--- src/verilog/zau_pkg.sv ---
// Package of constants and types for the zone access unit
package zau_pkg;

   // ==========================================================
   // Register map (byte addresses on the register port)
   // ==========================================================
   localparam logic [15:0] ZAU_WRITE_CYCLE_MODE_ADDR = 16'hf900;
   localparam logic [15:0] ZAU_IO_ZONE_TIMING_ADDR = 16'hf902;
   localparam logic [15:0] ZAU_STATIC_ZONE0_ADDR = 16'hf904;
   localparam logic [15:0] ZAU_STATIC_ZONE1_ADDR = 16'hf906;
   localparam logic [15:0] ZAU_UNIT_STATUS_ADDR = 16'hf908;

   // ==========================================================
   // Reset values
   // ==========================================================
   localparam logic [2:0] ZAU_WRITE_CYCLE_MODE_RESET = 3'h7;
   localparam logic [15:0] ZAU_ZONE_TIMING_RESET = 16'h069f;
   localparam logic [15:0] ZAU_READ_ZERO = 16'h0000;

   // ==========================================================
   // Field positions
   // ==========================================================
   localparam int ZAU_EARLY_WRITE_BIT = 0;
   localparam int ZAU_WAIT_LSB = 0;
   localparam int ZAU_WAIT_MSB = 2;
   localparam int ZAU_HOLD_LSB = 3;
   localparam int ZAU_HOLD_MSB = 4;
   localparam int ZAU_BUS_WIDTH_BIT = 7;
   localparam int ZAU_POST_IDLE_BIT = 10;
   localparam int ZAU_PRE_IDLE_BIT = 11;
   localparam int ZAU_FAST_READ_BIT = 12;
   localparam int ZAU_MODE_MSB = 2;

   // ==========================================================
   // Zones and address decode (top two address bits)
   // ==========================================================
   typedef enum logic [1:0] {
      ZAU_ZONE_FLASH,
      ZAU_ZONE_BOOT,
      ZAU_ZONE_IO
   } zau_zone_e;
   localparam logic [1:0] ZAU_SEL_BOOT = 2'h2;
   localparam logic [1:0] ZAU_SEL_IO = 2'h3;

   // ==========================================================
   // Cycle types and basic lengths after the address clock
   // ==========================================================
   typedef enum logic [1:0] {
      ZAU_CYC_NORMAL_READ,
      ZAU_CYC_FAST_READ,
      ZAU_CYC_EARLY_WRITE,
      ZAU_CYC_LATE_WRITE
   } zau_cycle_e;
   localparam logic [2:0] ZAU_NORMAL_READ_REST = 3'h1;
   localparam logic [2:0] ZAU_LATE_WRITE_REST = 3'h1;
   localparam logic [2:0] ZAU_EARLY_WRITE_REST = 3'h2;
   localparam logic [2:0] ZAU_CNT_ZERO = 3'h0;
   localparam logic [2:0] ZAU_CNT_ONE = 3'h1;

endpackage : zau_pkg

--- src/verilog/zau_zone_if.sv ---
// Interface carrying one zone's decoded timing fields
`timescale 1ns/1ns
`default_nettype none

interface zau_zone_if;
   logic [15:0] value;
   logic [2:0] wait_cycles;
   logic [1:0] hold_cycles;
   logic bus_width;
   logic fast_read;
   logic pre_idle;
   logic post_idle;

   modport cfg (
      output value,
      output wait_cycles,
      output hold_cycles,
      output bus_width,
      output fast_read,
      output pre_idle,
      output post_idle
   );
   modport user (
      input value,
      input wait_cycles,
      input hold_cycles,
      input bus_width,
      input fast_read,
      input pre_idle,
      input post_idle
   );
endinterface : zau_zone_if

`default_nettype wire

--- src/verilog/zau_zone_cfg.sv ---
// One zone timing register with its field decode
`timescale 1ns/1ns
`default_nettype none

module zau_zone_cfg #(
   parameter logic [15:0] REG_ADDR = zau_pkg::ZAU_IO_ZONE_TIMING_ADDR,
   parameter bit STATIC_ZONE = 1'b0
) (
   input wire logic clk,
   input wire logic rst,
   input wire logic [15:0] wr_addr,
   input wire logic [15:0] wr_data,
   input wire logic wr_en,
   zau_zone_if.cfg zone
);
   import zau_pkg::*;

   logic [15:0] cfg_reg;

   // ==========================================================
   // Storage, loads its documented value at reset
   // ==========================================================
   always_ff @(posedge clk) begin
      if (rst) begin
         cfg_reg <= ZAU_ZONE_TIMING_RESET;
      end else if (wr_en && wr_addr == REG_ADDR) begin
         cfg_reg <= wr_data;
      end
   end

   // Field decode; the I/O zone has no fast read or pre-idle bits
   assign zone.value = cfg_reg;
   assign zone.wait_cycles = cfg_reg[ZAU_WAIT_MSB:ZAU_WAIT_LSB];
   assign zone.hold_cycles = cfg_reg[ZAU_HOLD_MSB:ZAU_HOLD_LSB];
   assign zone.bus_width = cfg_reg[ZAU_BUS_WIDTH_BIT];
   assign zone.post_idle = cfg_reg[ZAU_POST_IDLE_BIT];
   assign zone.pre_idle = STATIC_ZONE && cfg_reg[ZAU_PRE_IDLE_BIT];
   assign zone.fast_read = STATIC_ZONE && cfg_reg[ZAU_FAST_READ_BIT];

endmodule : zau_zone_cfg

`default_nettype wire

--- src/verilog/zau_zone_access_unit.sv ---
// Zone access unit: cycle type, wait, hold and idle sequencing
//
// Overview of operation
// - Four cycle types: normal read, fast read, early write, late write.
// - Cycle type follows direction, target zone and programmed access types.
// - Basic normal read takes two clocks, basic fast read one clock.
// - After reset reads use the normal two-clock type.
// - Basic late write takes two clocks, early write three clocks.
// - Early write after reset; software should then select late write.
// - Wait cycles follow the address clock, giving memory more time.
// - Hold cycles end the access, keeping write data driven.
// - Mode bit 0 picks late write when 0, early write when 1.
// - Mode register resets to 07 hex; software rewrites it to 06.
// - I/O wait field adds zero to seven wait cycles.
// - I/O hold field adds zero to three hold cycles.
// - Bus width bit: 0 byte, 1 word; software selects word.
// - Post-idle adds one idle clock when the next access changes zone.
// - I/O timing register sits at F902 and resets to 069F.
// - Each access uses its zone's timing and drives matching strobes.
// - Fast read ignores the zone's wait and hold; done in one clock.
// - Pre-idle adds one idle clock before an access changing zone.
//
// Decided for this implementation: the address-and-strobe port.
`timescale 1ns/1ns
`default_nettype none

module zau_zone_access_unit (
   input wire logic SYS_CLK,
   input wire logic RESET,
   // Register port
   input wire logic [15:0] REG_ADDR,
   input wire logic [15:0] REG_WDATA,
   input wire logic REG_WR,
   input wire logic REG_RD,
   output logic [15:0] REG_RDATA,
   // Core bus side
   input wire logic CORE_REQ,
   input wire logic CORE_WRITE,
   input wire logic [15:0] CORE_ADDR,
   input wire logic [15:0] CORE_WDATA,
   output logic CORE_DONE,
   output logic [15:0] CORE_RDATA,
   // On-chip module side
   output logic [15:0] MEM_ADDR,
   output logic [2:0] MEM_ZONE_SEL,
   output logic MEM_RD,
   output logic MEM_WR,
   output logic [15:0] MEM_WDATA,
   output logic MEM_WDATA_OE,
   output logic MEM_BYTE_MODE,
   output logic MEM_IDLE,
   output zau_pkg::zau_cycle_e MEM_CYCLE_TYPE,
   input wire logic [15:0] MEM_RDATA
);
   import zau_pkg::*;

   // ==========================================================
   // Declarations
   // ==========================================================
   typedef enum logic [2:0] {
      ZAU_ST_IDLE,
      ZAU_ST_PRE,
      ZAU_ST_ADDR,
      ZAU_ST_WAIT,
      ZAU_ST_BASIC,
      ZAU_ST_HOLD
   } zau_state_e;

   zau_state_e state_reg;
   zau_state_e state_next;
   logic [2:0] cnt_reg;
   logic [2:0] cnt_next;
   logic [2:0] write_mode_reg;
   logic [15:0] rdata_reg;

   // Latched access description
   logic [15:0] addr_reg;
   logic [15:0] wdata_reg;
   zau_zone_e zone_reg;
   zau_cycle_e cycle_reg;
   logic [2:0] wait_reg;
   logic [1:0] hold_reg;
   logic [2:0] rest_reg;
   logic byte_mode_reg;
   logic done_reg;

   // Zone history for idle insertion
   zau_zone_e last_zone_reg;
   logic last_valid_reg;
   logic last_post_reg;

   // Request decode
   zau_zone_e req_zone;
   zau_cycle_e req_cycle;
   logic req_fast;
   logic req_pre;
   logic req_bw;
   logic [2:0] req_wait;
   logic [1:0] req_hold;
   logic [2:0] req_rest;
   logic [1:0] req_idles;
   logic zone_change;
   logic accept;
   logic finish;
   logic wr_cycle;

   zau_zone_if io_zone ();
   zau_zone_if flash_zone ();
   zau_zone_if boot_zone ();

   // ==========================================================
   // Zone timing registers
   // ==========================================================
   // I/O zone: no fast read, no pre-idle
   zau_zone_cfg #(
      .REG_ADDR(ZAU_IO_ZONE_TIMING_ADDR),
      .STATIC_ZONE(1'b0)
   ) u_io_cfg (
      .clk(SYS_CLK),
      .rst(RESET),
      .wr_addr(REG_ADDR),
      .wr_data(REG_WDATA),
      .wr_en(REG_WR),
      .zone(io_zone.cfg)
   );

   // Program flash zone
   zau_zone_cfg #(
      .REG_ADDR(ZAU_STATIC_ZONE0_ADDR),
      .STATIC_ZONE(1'b1)
   ) u_flash_cfg (
      .clk(SYS_CLK),
      .rst(RESET),
      .wr_addr(REG_ADDR),
      .wr_data(REG_WDATA),
      .wr_en(REG_WR),
      .zone(flash_zone.cfg)
   );

   // Boot ROM zone
   zau_zone_cfg #(
      .REG_ADDR(ZAU_STATIC_ZONE1_ADDR),
      .STATIC_ZONE(1'b1)
   ) u_boot_cfg (
      .clk(SYS_CLK),
      .rst(RESET),
      .wr_addr(REG_ADDR),
      .wr_data(REG_WDATA),
      .wr_en(REG_WR),
      .zone(boot_zone.cfg)
   );

   // ==========================================================
   // Write cycle mode register
   // ==========================================================
   // Bits 1 and 2 are stored only so software reads back what it wrote
   always_ff @(posedge SYS_CLK) begin
      if (RESET) begin
         write_mode_reg <= ZAU_WRITE_CYCLE_MODE_RESET;
      end else if (REG_WR && REG_ADDR == ZAU_WRITE_CYCLE_MODE_ADDR) begin
         write_mode_reg <= REG_WDATA[ZAU_MODE_MSB:0];
      end
   end

   // ==========================================================
   // Register read port, data one clock after the strobe
   // ==========================================================
   always_ff @(posedge SYS_CLK) begin
      if (RESET) begin
         rdata_reg <= ZAU_READ_ZERO;
      end else if (REG_RD) begin
         case (REG_ADDR)
            ZAU_WRITE_CYCLE_MODE_ADDR: begin
               rdata_reg <= {13'h0000, write_mode_reg};
            end
            ZAU_IO_ZONE_TIMING_ADDR: begin
               rdata_reg <= io_zone.value;
            end
            ZAU_STATIC_ZONE0_ADDR: begin
               rdata_reg <= flash_zone.value;
            end
            ZAU_STATIC_ZONE1_ADDR: begin
               rdata_reg <= boot_zone.value;
            end
            ZAU_UNIT_STATUS_ADDR: begin
               // Busy, current zone, last zone and its post-idle flag
               rdata_reg <= {10'h000, last_post_reg, last_zone_reg,
                             zone_reg, state_reg != ZAU_ST_IDLE};
            end
            default: begin
               rdata_reg <= ZAU_READ_ZERO;
            end
         endcase
      end else begin
         rdata_reg <= ZAU_READ_ZERO;
      end
   end

   assign REG_RDATA = rdata_reg;

   // ==========================================================
   // Request decode: zone, cycle type and timing
   // ==========================================================
   always_comb begin
      case (CORE_ADDR[15:14])
         ZAU_SEL_IO: begin
            req_zone = ZAU_ZONE_IO;
         end
         ZAU_SEL_BOOT: begin
            req_zone = ZAU_ZONE_BOOT;
         end
         default: begin
            req_zone = ZAU_ZONE_FLASH;
         end
      endcase
   end

   // Pick the selected zone's fields
   always_comb begin
      case (req_zone)
         ZAU_ZONE_IO: begin
            req_fast = io_zone.fast_read;
            req_pre = io_zone.pre_idle;
            req_bw = io_zone.bus_width;
            req_wait = io_zone.wait_cycles;
            req_hold = io_zone.hold_cycles;
         end
         ZAU_ZONE_BOOT: begin
            req_fast = boot_zone.fast_read;
            req_pre = boot_zone.pre_idle;
            req_bw = boot_zone.bus_width;
            req_wait = boot_zone.wait_cycles;
            req_hold = boot_zone.hold_cycles;
         end
         default: begin
            req_fast = flash_zone.fast_read;
            req_pre = flash_zone.pre_idle;
            req_bw = flash_zone.bus_width;
            req_wait = flash_zone.wait_cycles;
            req_hold = flash_zone.hold_cycles;
         end
      endcase
   end

   // Cycle type from direction, zone and programmed types
   always_comb begin
      if (CORE_WRITE) begin
         if (write_mode_reg[ZAU_EARLY_WRITE_BIT]) begin
            req_cycle = ZAU_CYC_EARLY_WRITE;
            req_rest = ZAU_EARLY_WRITE_REST;
         end else begin
            req_cycle = ZAU_CYC_LATE_WRITE;
            req_rest = ZAU_LATE_WRITE_REST;
         end
      end else if (req_fast) begin
         req_cycle = ZAU_CYC_FAST_READ;
         req_rest = ZAU_CNT_ZERO;
      end else begin
         req_cycle = ZAU_CYC_NORMAL_READ;
         req_rest = ZAU_NORMAL_READ_REST;
      end
   end

   // Idle clocks only between accesses to different zones
   assign zone_change = last_valid_reg && (req_zone != last_zone_reg);
   assign req_idles = zone_change ?
      {1'b0, last_post_reg} + {1'b0, req_pre} : 2'h0;

   // Done pulse blocks a second take of the same held request
   assign accept = (state_reg == ZAU_ST_IDLE) && CORE_REQ && !done_reg;

   // ==========================================================
   // Access sequencer
   // ==========================================================
   // Length = idles + address + waits + rest + holds, or idles + address for fast read
   always_comb begin
      state_next = state_reg;
      cnt_next = cnt_reg;
      finish = 1'b0;
      case (state_reg)
         ZAU_ST_IDLE: begin
            if (accept) begin
               if (req_idles != 2'h0) begin
                  state_next = ZAU_ST_PRE;
                  cnt_next = {1'b0, req_idles} - ZAU_CNT_ONE;
               end else begin
                  state_next = ZAU_ST_ADDR;
               end
            end
         end
         ZAU_ST_PRE: begin
            if (cnt_reg == ZAU_CNT_ZERO) begin
               state_next = ZAU_ST_ADDR;
            end else begin
               cnt_next = cnt_reg - ZAU_CNT_ONE;
            end
         end
         ZAU_ST_ADDR: begin
            if (cycle_reg == ZAU_CYC_FAST_READ) begin
               // Wait and hold fields do not apply here
               state_next = ZAU_ST_IDLE;
               finish = 1'b1;
            end else if (wait_reg != ZAU_CNT_ZERO) begin
               state_next = ZAU_ST_WAIT;
               cnt_next = wait_reg - ZAU_CNT_ONE;
            end else begin
               state_next = ZAU_ST_BASIC;
               cnt_next = rest_reg - ZAU_CNT_ONE;
            end
         end
         ZAU_ST_WAIT: begin
            if (cnt_reg == ZAU_CNT_ZERO) begin
               state_next = ZAU_ST_BASIC;
               cnt_next = rest_reg - ZAU_CNT_ONE;
            end else begin
               cnt_next = cnt_reg - ZAU_CNT_ONE;
            end
         end
         ZAU_ST_BASIC: begin
            if (cnt_reg != ZAU_CNT_ZERO) begin
               cnt_next = cnt_reg - ZAU_CNT_ONE;
            end else if (hold_reg != 2'h0) begin
               state_next = ZAU_ST_HOLD;
               cnt_next = {1'b0, hold_reg} - ZAU_CNT_ONE;
            end else begin
               state_next = ZAU_ST_IDLE;
               finish = 1'b1;
            end
         end
         ZAU_ST_HOLD: begin
            if (cnt_reg == ZAU_CNT_ZERO) begin
               state_next = ZAU_ST_IDLE;
               finish = 1'b1;
            end else begin
               cnt_next = cnt_reg - ZAU_CNT_ONE;
            end
         end
         default: begin
            state_next = ZAU_ST_IDLE;
            cnt_next = ZAU_CNT_ZERO;
         end
      endcase
   end

   // State and counter
   always_ff @(posedge SYS_CLK) begin
      if (RESET) begin
         state_reg <= ZAU_ST_IDLE;
         cnt_reg <= ZAU_CNT_ZERO;
      end else begin
         state_reg <= state_next;
         cnt_reg <= cnt_next;
      end
   end

   // Latch the access and its zone timing on acceptance
   always_ff @(posedge SYS_CLK) begin
      if (RESET) begin
         addr_reg <= 16'h0000;
         wdata_reg <= 16'h0000;
         zone_reg <= ZAU_ZONE_FLASH;
         cycle_reg <= ZAU_CYC_NORMAL_READ;
         wait_reg <= ZAU_CNT_ZERO;
         hold_reg <= 2'h0;
         rest_reg <= ZAU_CNT_ZERO;
         byte_mode_reg <= 1'b0;
      end else if (accept) begin
         addr_reg <= CORE_ADDR;
         wdata_reg <= CORE_WDATA;
         zone_reg <= req_zone;
         cycle_reg <= req_cycle;
         wait_reg <= req_wait;
         hold_reg <= req_hold;
         rest_reg <= req_rest;
         byte_mode_reg <= !req_bw;
      end
   end

   // Remember the zone just used and whether it asked for post-idle
   always_ff @(posedge SYS_CLK) begin
      if (RESET) begin
         last_zone_reg <= ZAU_ZONE_FLASH;
         last_valid_reg <= 1'b0;
         last_post_reg <= 1'b0;
      end else if (finish) begin
         last_zone_reg <= zone_reg;
         last_valid_reg <= 1'b1;
         case (zone_reg)
            ZAU_ZONE_IO: begin
               last_post_reg <= io_zone.post_idle;
            end
            ZAU_ZONE_BOOT: begin
               last_post_reg <= boot_zone.post_idle;
            end
            default: begin
               last_post_reg <= flash_zone.post_idle;
            end
         endcase
      end
   end

   // Read data taken at the last data clock, done in the clock after the access ends
   always_ff @(posedge SYS_CLK) begin
      if (RESET) begin
         CORE_RDATA <= 16'h0000;
         done_reg <= 1'b0;
      end else begin
         done_reg <= finish;
         if (!wr_cycle && capture_now()) begin
            CORE_RDATA <= MEM_RDATA;
         end
      end
   end

   // Reads capture at the end of the address or final basic clock
   function automatic logic capture_now();
      logic fast_end;
      logic norm_end;
      fast_end = (state_reg == ZAU_ST_ADDR) &&
                 (cycle_reg == ZAU_CYC_FAST_READ);
      norm_end = (state_reg == ZAU_ST_BASIC) && (cnt_reg == ZAU_CNT_ZERO);
      return fast_end || norm_end;
   endfunction : capture_now

   // A net, not a function, so the strobes follow a new cycle type
   assign wr_cycle = (cycle_reg == ZAU_CYC_EARLY_WRITE) ||
                     (cycle_reg == ZAU_CYC_LATE_WRITE);

   assign CORE_DONE = done_reg;

   // ==========================================================
   // Module-side strobes
   // ==========================================================
   // Address and zone stand from the address clock to the last hold
   always_comb begin
      MEM_ZONE_SEL = 3'h0;
      if (state_reg != ZAU_ST_IDLE && state_reg != ZAU_ST_PRE) begin
         MEM_ZONE_SEL[zone_reg] = 1'b1;
      end
   end

   assign MEM_ADDR = addr_reg;
   assign MEM_WDATA = wdata_reg;
   assign MEM_BYTE_MODE = byte_mode_reg;
   assign MEM_CYCLE_TYPE = cycle_reg;
   assign MEM_IDLE = (state_reg == ZAU_ST_PRE);

   // Read strobe over address, wait and basic clocks
   assign MEM_RD = !wr_cycle &&
                   (state_reg == ZAU_ST_ADDR || state_reg == ZAU_ST_WAIT ||
                    state_reg == ZAU_ST_BASIC);

   // Write strobe only in the first basic clock; early write adds a
   // recovery clock behind it
   assign MEM_WR = wr_cycle && (state_reg == ZAU_ST_BASIC) &&
                   (cnt_reg == rest_reg - ZAU_CNT_ONE);

   // Write data driven through the hold clocks
   assign MEM_WDATA_OE = wr_cycle &&
                         (state_reg == ZAU_ST_ADDR ||
                          state_reg == ZAU_ST_WAIT ||
                          state_reg == ZAU_ST_BASIC ||
                          state_reg == ZAU_ST_HOLD);

endmodule : zau_zone_access_unit

`default_nettype wire

--- config.mk ---
export PLATFORM = sky130hd
export DESIGN_NAME = zau_zone_access_unit
export DESIGN_NICKNAME = d
export VERILOG_FILES = /design/src/verilog/zau_pkg.sv /design/src/verilog/zau_zone_if.sv /design/src/verilog/zau_zone_cfg.sv /design/src/verilog/zau_zone_access_unit.sv
export SDC_FILE = /design/constraint.sdc
export NUM_CORES = 1
export LEC_CHECK = 0
export BUFFER_PORTS_ARGS = -buffer_cell sky130_fd_sc_hd__buf_2
export CAP_MARGIN = 20
export CORE_UTILIZATION = 45
export DETAILED_ROUTE_END_ITERATION = 8
export PLACE_DENSITY = 0.8
export SETUP_SLACK_MARGIN = 0.2
export SYNTH_ARGS = -nofsm -noshare
export SYNTH_HDL_FRONTEND = slang
export SYNTH_HIERARCHICAL = 1
export SYNTH_SLANG_ARGS = --single-unit
--- constraint.sdc ---
create_clock -name SYS_CLK -period 4.9 [get_ports SYS_CLK]
set_input_delay 0 -clock SYS_CLK [delete_from_list [all_inputs] [get_ports SYS_CLK]]
set_output_delay 0 -clock SYS_CLK [all_outputs]
set_load 0.1 [all_outputs]
======== Word-level counts from Yosys, hierarchy flattened ========
Cells that the tools add are included.
word-level totals
  bits in registers ....................... 139
  input bits .............................. 86
  output and inout bits ................... 75
  word-level logic and storage cells ...... 137
cells by class
  add/subtract/negate cells ............... 6
  order comparisons ....................... 2
  eq/ne operators ......................... 31
  multiplexer cells ....................... 42
  bitwise gates (word level) .............. 1
  reduce and logical (&&, ||, !) cells .... 35
operators by type and width
  kind                  count
  $eq 16x16->1 const B  5
  $pmux 16 s5           1
  $mux 3                18
  $pmux 3 s6            1
  $logic_and 1x1->1     16
  $pmux 3 s5            1
  $eq 2x2->1 const B    6
  $ne 2x2->1 const B    6
  $reduce_and 5->1      2
  $reduce_bool 3->1     3
  $sub 3x1->3 const B   3
  $mux 1                8
  $mux 2                4
  $pmux 1 s2            4
  $pmux 2 s2            2
  $eq 2x1->1 const B    3
  $eq 3x2->1 const B    2
  $eq 3x3->1 const B    2
  $logic_not 3->1       2
  $pmux 3 s2            1
  $sub 2x1->3 const B   2
  $logic_or 1x1->1      5
  $ne 2x1->1 const B    2
  $reduce_bool 2->1     2
  other kinds (13)      16

======== Depth between registers and ports, before layout ========
  depth in word-level cells ............... 10
  gate-level depth with buffers ........... 12
  depth with buffers taken out ............ 10

======== By module ========
Netlist, hierarchy kept.
by module, submodules not included
  module                      instances  cells an instance  area each (um^2)  sequential area each (um^2)
  zau_zone_access_unit        1          513                4299.1            1801.7
  zau_zone_cfg (u_boot_cfg)   1          84                 803.3             320.3
  zau_zone_cfg (u_io_cfg)     1          84                 797.0             320.3
  zau_zone_cfg (u_flash_cfg)  1          84                 793.3             320.3

======== Worst setup path before layout ========
OpenSTA, ideal clock, no wires.
  kind .................................... reg2out
  start ................................... register cycle_reg[1] (netlist: MEM_CYCLE_TYPE[1])
  end ..................................... output port MEM_WR
  arrival ................................. 3.966 ns
  data required time ...................... 4.900 ns
  slack ................................... 0.934 ns
  stages on the path, launching flop included .. 3
  buffers on the path ..................... 0
  path through ............................ dfxtp_1 nand2_1 nor4_1
on the way
  cells in the longest elaborated chain, start to end .. 4
  elaborated cells between the ends (all ways) .. 5
  classes of those cells .................. eq/ne (2); reduce/logical (3)
RTL lines
  what                              RTL line                                                  RTL
  start, declared                   zau_zone_access_unit.sv:80                                zau_cycle_e cycle_reg;
  start signal, assigned            zau_zone_access_unit.sv:371                               cycle_reg <= req_cycle;
  $eq 2x2->1 (on tied branches)     zau_zone_access_unit.sv:426, zau_zone_access_unit.sv:427
  $logic_or 1x1->1 *                zau_zone_access_unit.sv:426                               assign wr_cycle = (cycle_reg == ZAU_CYC_EARLY_WRITE) ||
  $logic_and 1x1->1 * (2 in a row)  zau_zone_access_unit.sv:455                               assign MEM_WR = wr_cycle && (state_reg == ZAU_ST_BASIC) &&
  end, declared                     zau_zone_access_unit.sv:47                                output logic MEM_WR,
Mark *: on every way between the ends. The rest lies on a longest branch, timed or not.

======== Worst setup path in the final report ========
  start ................................... input port CORE_ADDR[14]
  end ..................................... register cnt_reg[2]
on the way
  cells in the longest elaborated chain, start to end .. 10
  elaborated cells between the ends (all ways) .. 17
  classes of those cells .................. add/sub (2); eq/ne (6); mux (6); reduce/logical (3)
RTL lines
  what                                      RTL line                     RTL
  start, declared                           zau_zone_access_unit.sv:39   input wire logic [15:0] CORE_ADDR,
  $eq 2x2->1                                zau_zone_access_unit.sv:205  case (CORE_ADDR[15:14])
  $pmux 2 s2 *                              zau_zone_access_unit.sv:205
  $eq 2x1->1 or $eq 2x2->1 (tied branches)  zau_zone_access_unit.sv:220  case (req_zone)
  $pmux 1 s2                                zau_zone_access_unit.sv:220
  $add 1x1->2                               zau_zone_access_unit.sv:267  {1'b0, last_post_reg} + {1'b0, req_pre} : 2'h0;
  $mux 2 *                                  zau_zone_access_unit.sv:266  assign req_idles = zone_change ?
  $sub 2x1->3                               zau_zone_access_unit.sv:285  cnt_next = {1'b0, req_idles} - ZAU_CNT_ONE;
  $mux 3                                    zau_zone_access_unit.sv:283  if (req_idles != 2'h0) begin
  $mux 3                                    zau_zone_access_unit.sv:282  if (accept) begin
  $pmux 3 s5                                zau_zone_access_unit.sv:280  case (state_reg)
  end signal, assigned                      zau_zone_access_unit.sv:352  cnt_reg <= cnt_next;
  end, declared                             zau_zone_access_unit.sv:71   logic [2:0] cnt_reg;
Mark *: on every way between the ends. The rest lies on a longest branch, timed or not. The select of a mux whose other input is x is not followed.
A chain may end at the register's enable or synchronous reset.

==> results.json <==
{
  "post-route-drc-count": 0,
  "gp_congestion": 0.9343,
  "syn_inst": 765,
  "power.share.clock_pct": 30.8,
  "vias": 6081,
  "grt_max_degree": 116,
  "path_cells": "dlygate4sd3_1 > buf_2 > mux2i_1 > a21oi_1 > ha_1 > nand4_1 > ha_1 > o21ba_2 > or4_4 > o21ai_0 > a21oi_1",
  "cp-startpoint": "CORE_ADDR[14]",
  "drt_wl_total_um": 17780,
  "yosysUniqueCellTypes": 67,
  "ff_latch_area_mm2": 0.002763,
  "netlist_top_cells_area": "dfxtp_1, mux2i_1, nor2_1",
  "num-fill-cells": 1270,
  "vias_per_cell": 5.339,
  "ys_seq_elements": 138,
  "end_kind": "register",
  "avgSynthCellArea_um2": 8.749,
  "ys.flop_type": "dfxtp_1",
  "fin_skew_ns": 0.007495,
  "worst_pin_slew_ns": 1.042,
  "fin_cells": 1139,
  "drtIter0Drc": 508,
  "pwr-share-comb_pct": 38.0,
  "synth_area_mm2": 0.006693,
  "cp-start-kind": "input pin",
  "setup.worst_path.class": "in2reg",
  "place_inst": 1042,
  "dp_hpwl_um": 11160,
  "required_ns": 5.16,
  "numPortBuffers": 160,
  "hp-start": "RESET",
  "drive_gt1_share_pct": 22.93,
  "rsz0062_at_grt": "false",
  "power_switching_mw": 1.843,
  "critPathBufInv": 2,
  "netlist.area_leader.share_pct": 41.28,
  "ant_nets": 0,
  "setup_violations": 0,
  "finalHoldViolCount": 0,
  "drtPass1Iterations": 8,
  "route.detailed.wl_per_inst_um": 15.61,
  "fin_nets": 1039,
  "grt_pass1_vias": 5654,
  "yosysSeqAreaShare_pct": 41.28,
  "fin_crit_ns": 2.682,
  "r2r-start": "state_reg[2]",
  "grt_overflow": 0,
  "die_area_mm2": 0.01536,
  "cts_buffer_depth": 2,
  "worstPathMaxFanout": 13,
  "area_delta_synth_final_pct": 28.75,
  "cts.sinks": 138,
  "cp_top_family": "buffers and inverters",
  "powerDensity_mw_per_mm2": 503.9,
  "grt_pass1_wl_um": 27400,
  "slew_headroom_pct": 30.45,
  "start_util_pct": 46.05,
  "drv_cap": 0,
  "antennaDiodeCount": 0,
  "postCtsSetupRepairBufs": 0,
  "cpPeakStageDelay_ns": 0.55,
  "multiInputGateArea_mm2": 0.003443,
  "io_pins": 161,
  "power.total_mw": 4.342,
  "cp_slowest_cell": "dlygate4sd3_1",
  "cts_tree": "done",
  "cts_made_buffers": 17,
  "setup_tns_ns": 0,
  "fp.dieH_um": 124.0,
  "seqPwrFrac_pct": 31.2,
  "num_rows": 44,
  "postPlaceCellArea_mm2": 0.007348,
  "track_usage_pct": 23.17,
  "power.internal_mw": 2.499,
  "p_leak_nw": 3.608,
  "synth_area_leader_cell": "dfxtp_1",
  "ys.warnings.count": 6,
  "peakVddDrop_uv": 324.5,
  "slew_viol_final": 0,
  "insertion_delay_ns": 0.42,
  "min_path_type": "in2reg",
  "fmax_mhz": 372.8,
  "cts.clk_slew.worst_paths_ns": 0.06,
  "die_x_um": 124.0,
  "netSwitchingFraction_pct": 42.45,
  "design.core.area_mm2": 0.01453,
  "synth-async-reset-ratio_pct": 0,
  "synth_edf_count": 0,
  "cts-root-buf": "clkbuf_16",
  "arrival_ns": 2.95,
  "min_period_over_period_pct": 54.74,
  "status": "finished, final reports clean",
  "cts-htree-levels": 4,
  "postLayoutCellArea_mm2": 0.008617,
  "antenna_found_initial": 0
}
-- power by group through the flow --
stage | Clock [mW] | Sequential (mW) | Combinational [mW]
after floorplan | 0 | 1.92 | 0.760
after global placement | 0 | 1.37 | 1.58
after detailed placement | 0 | 1.38 | 1.60
after CTS | 1.36 | 1.35 | 1.64
after global routing | 1.41 | 1.37 | 1.76
final | 1.34 | 1.35 | 1.65
-- cell type report --
cell class	instances	area share [%]
clock inverters	13	1.917
flip-flops and latches	138	32.06
inverters	17	0.7405
clock buffers	19	5.256
well taps	184	2.672
multi-input cells	537	39.96
repair buffers	231	17.40
-- cells by family (layout without fill, tap and decap cells) --
logic type	Yosys count	count (layout)	synth area share [%]
compound gates	113	113	11.44
xor+xnor	3	3	0.3927
fa+ha+maj	11	11	2.056
buf+inv	91	280	7.366
flops	138	138	41.28
mux	84	84	12.60
other cells	1	2	0.05603
simple gates	324	324	24.81
-- stage by stage --
step	setup slack [ns]	hold WS, ns	utilization [%]
after detailed placement	2.383	0.2382	50.56
after floorplan	0.9341	0.1281	-
after global placement	2.451	0.2300	50.56
after global routing	2.060	0.03211	59.29
after CTS	2.262	0.008860	59.29
final	2.218	0.02830	59.29
-- synth_stat cells, drive strengths merged (4+ instances only) --
cell type,count
nor2,108
or4,4
buf,42
a222oi,15
nand3b,9
o21ai,8
nor2b,6
o2bb2ai,4
nand4,6
nand2,92
nor3,8
o211ai,5
mux2i,82
nor4,9
a21oi,50
clkbuf,32
dfxtp,138
nand2b,59
ha,11
inv,17
-- cells in the final DEF, fill, tap and decap left out, types with 4 or more instances in the layout --
cell type,n
ha_1,11
o2bb2ai_1,4
nor2b_1,6
o21ai_0,8
nor2_1,106
dlygate4sd3_1,65
nand4_1,6
buf_4,7
nor4_1,5
clkbuf_16,17
mux2i_1,82
nand2b_1,58
buf_2,159
or4_4,4
a21oi_1,50
nor3_1,8
nand3b_1,9
nand2_1,92
a222oi_1,15
o211ai_1,5
inv_1,17
dfxtp_1,138
-- worst paths after layout --
path,endpoint,slack (ns),cells after the start
min,last_zone_reg[1],0.03,2
max,cnt_reg[2],2.22,11
max reg2reg,CORE_RDATA[5],2.44,5
min reg2reg,MEM_ADDR[7],0.45,2
-- repair_timing --
action,in CTS,in global routing
resized for setup,0,0
hold buffers,65,0
hold endpoints to repair,104,0
-- per-layer routing --
metal	track usage, %	wire length [um]	up-vias
li1	-	-	2964
met1	28.51	7653	2861
met2	38.65	8681	219
met3	5.266	1025	37
met4	10.19	417	0
met5	0	0	-
Power figures use the tool's default switching activity.
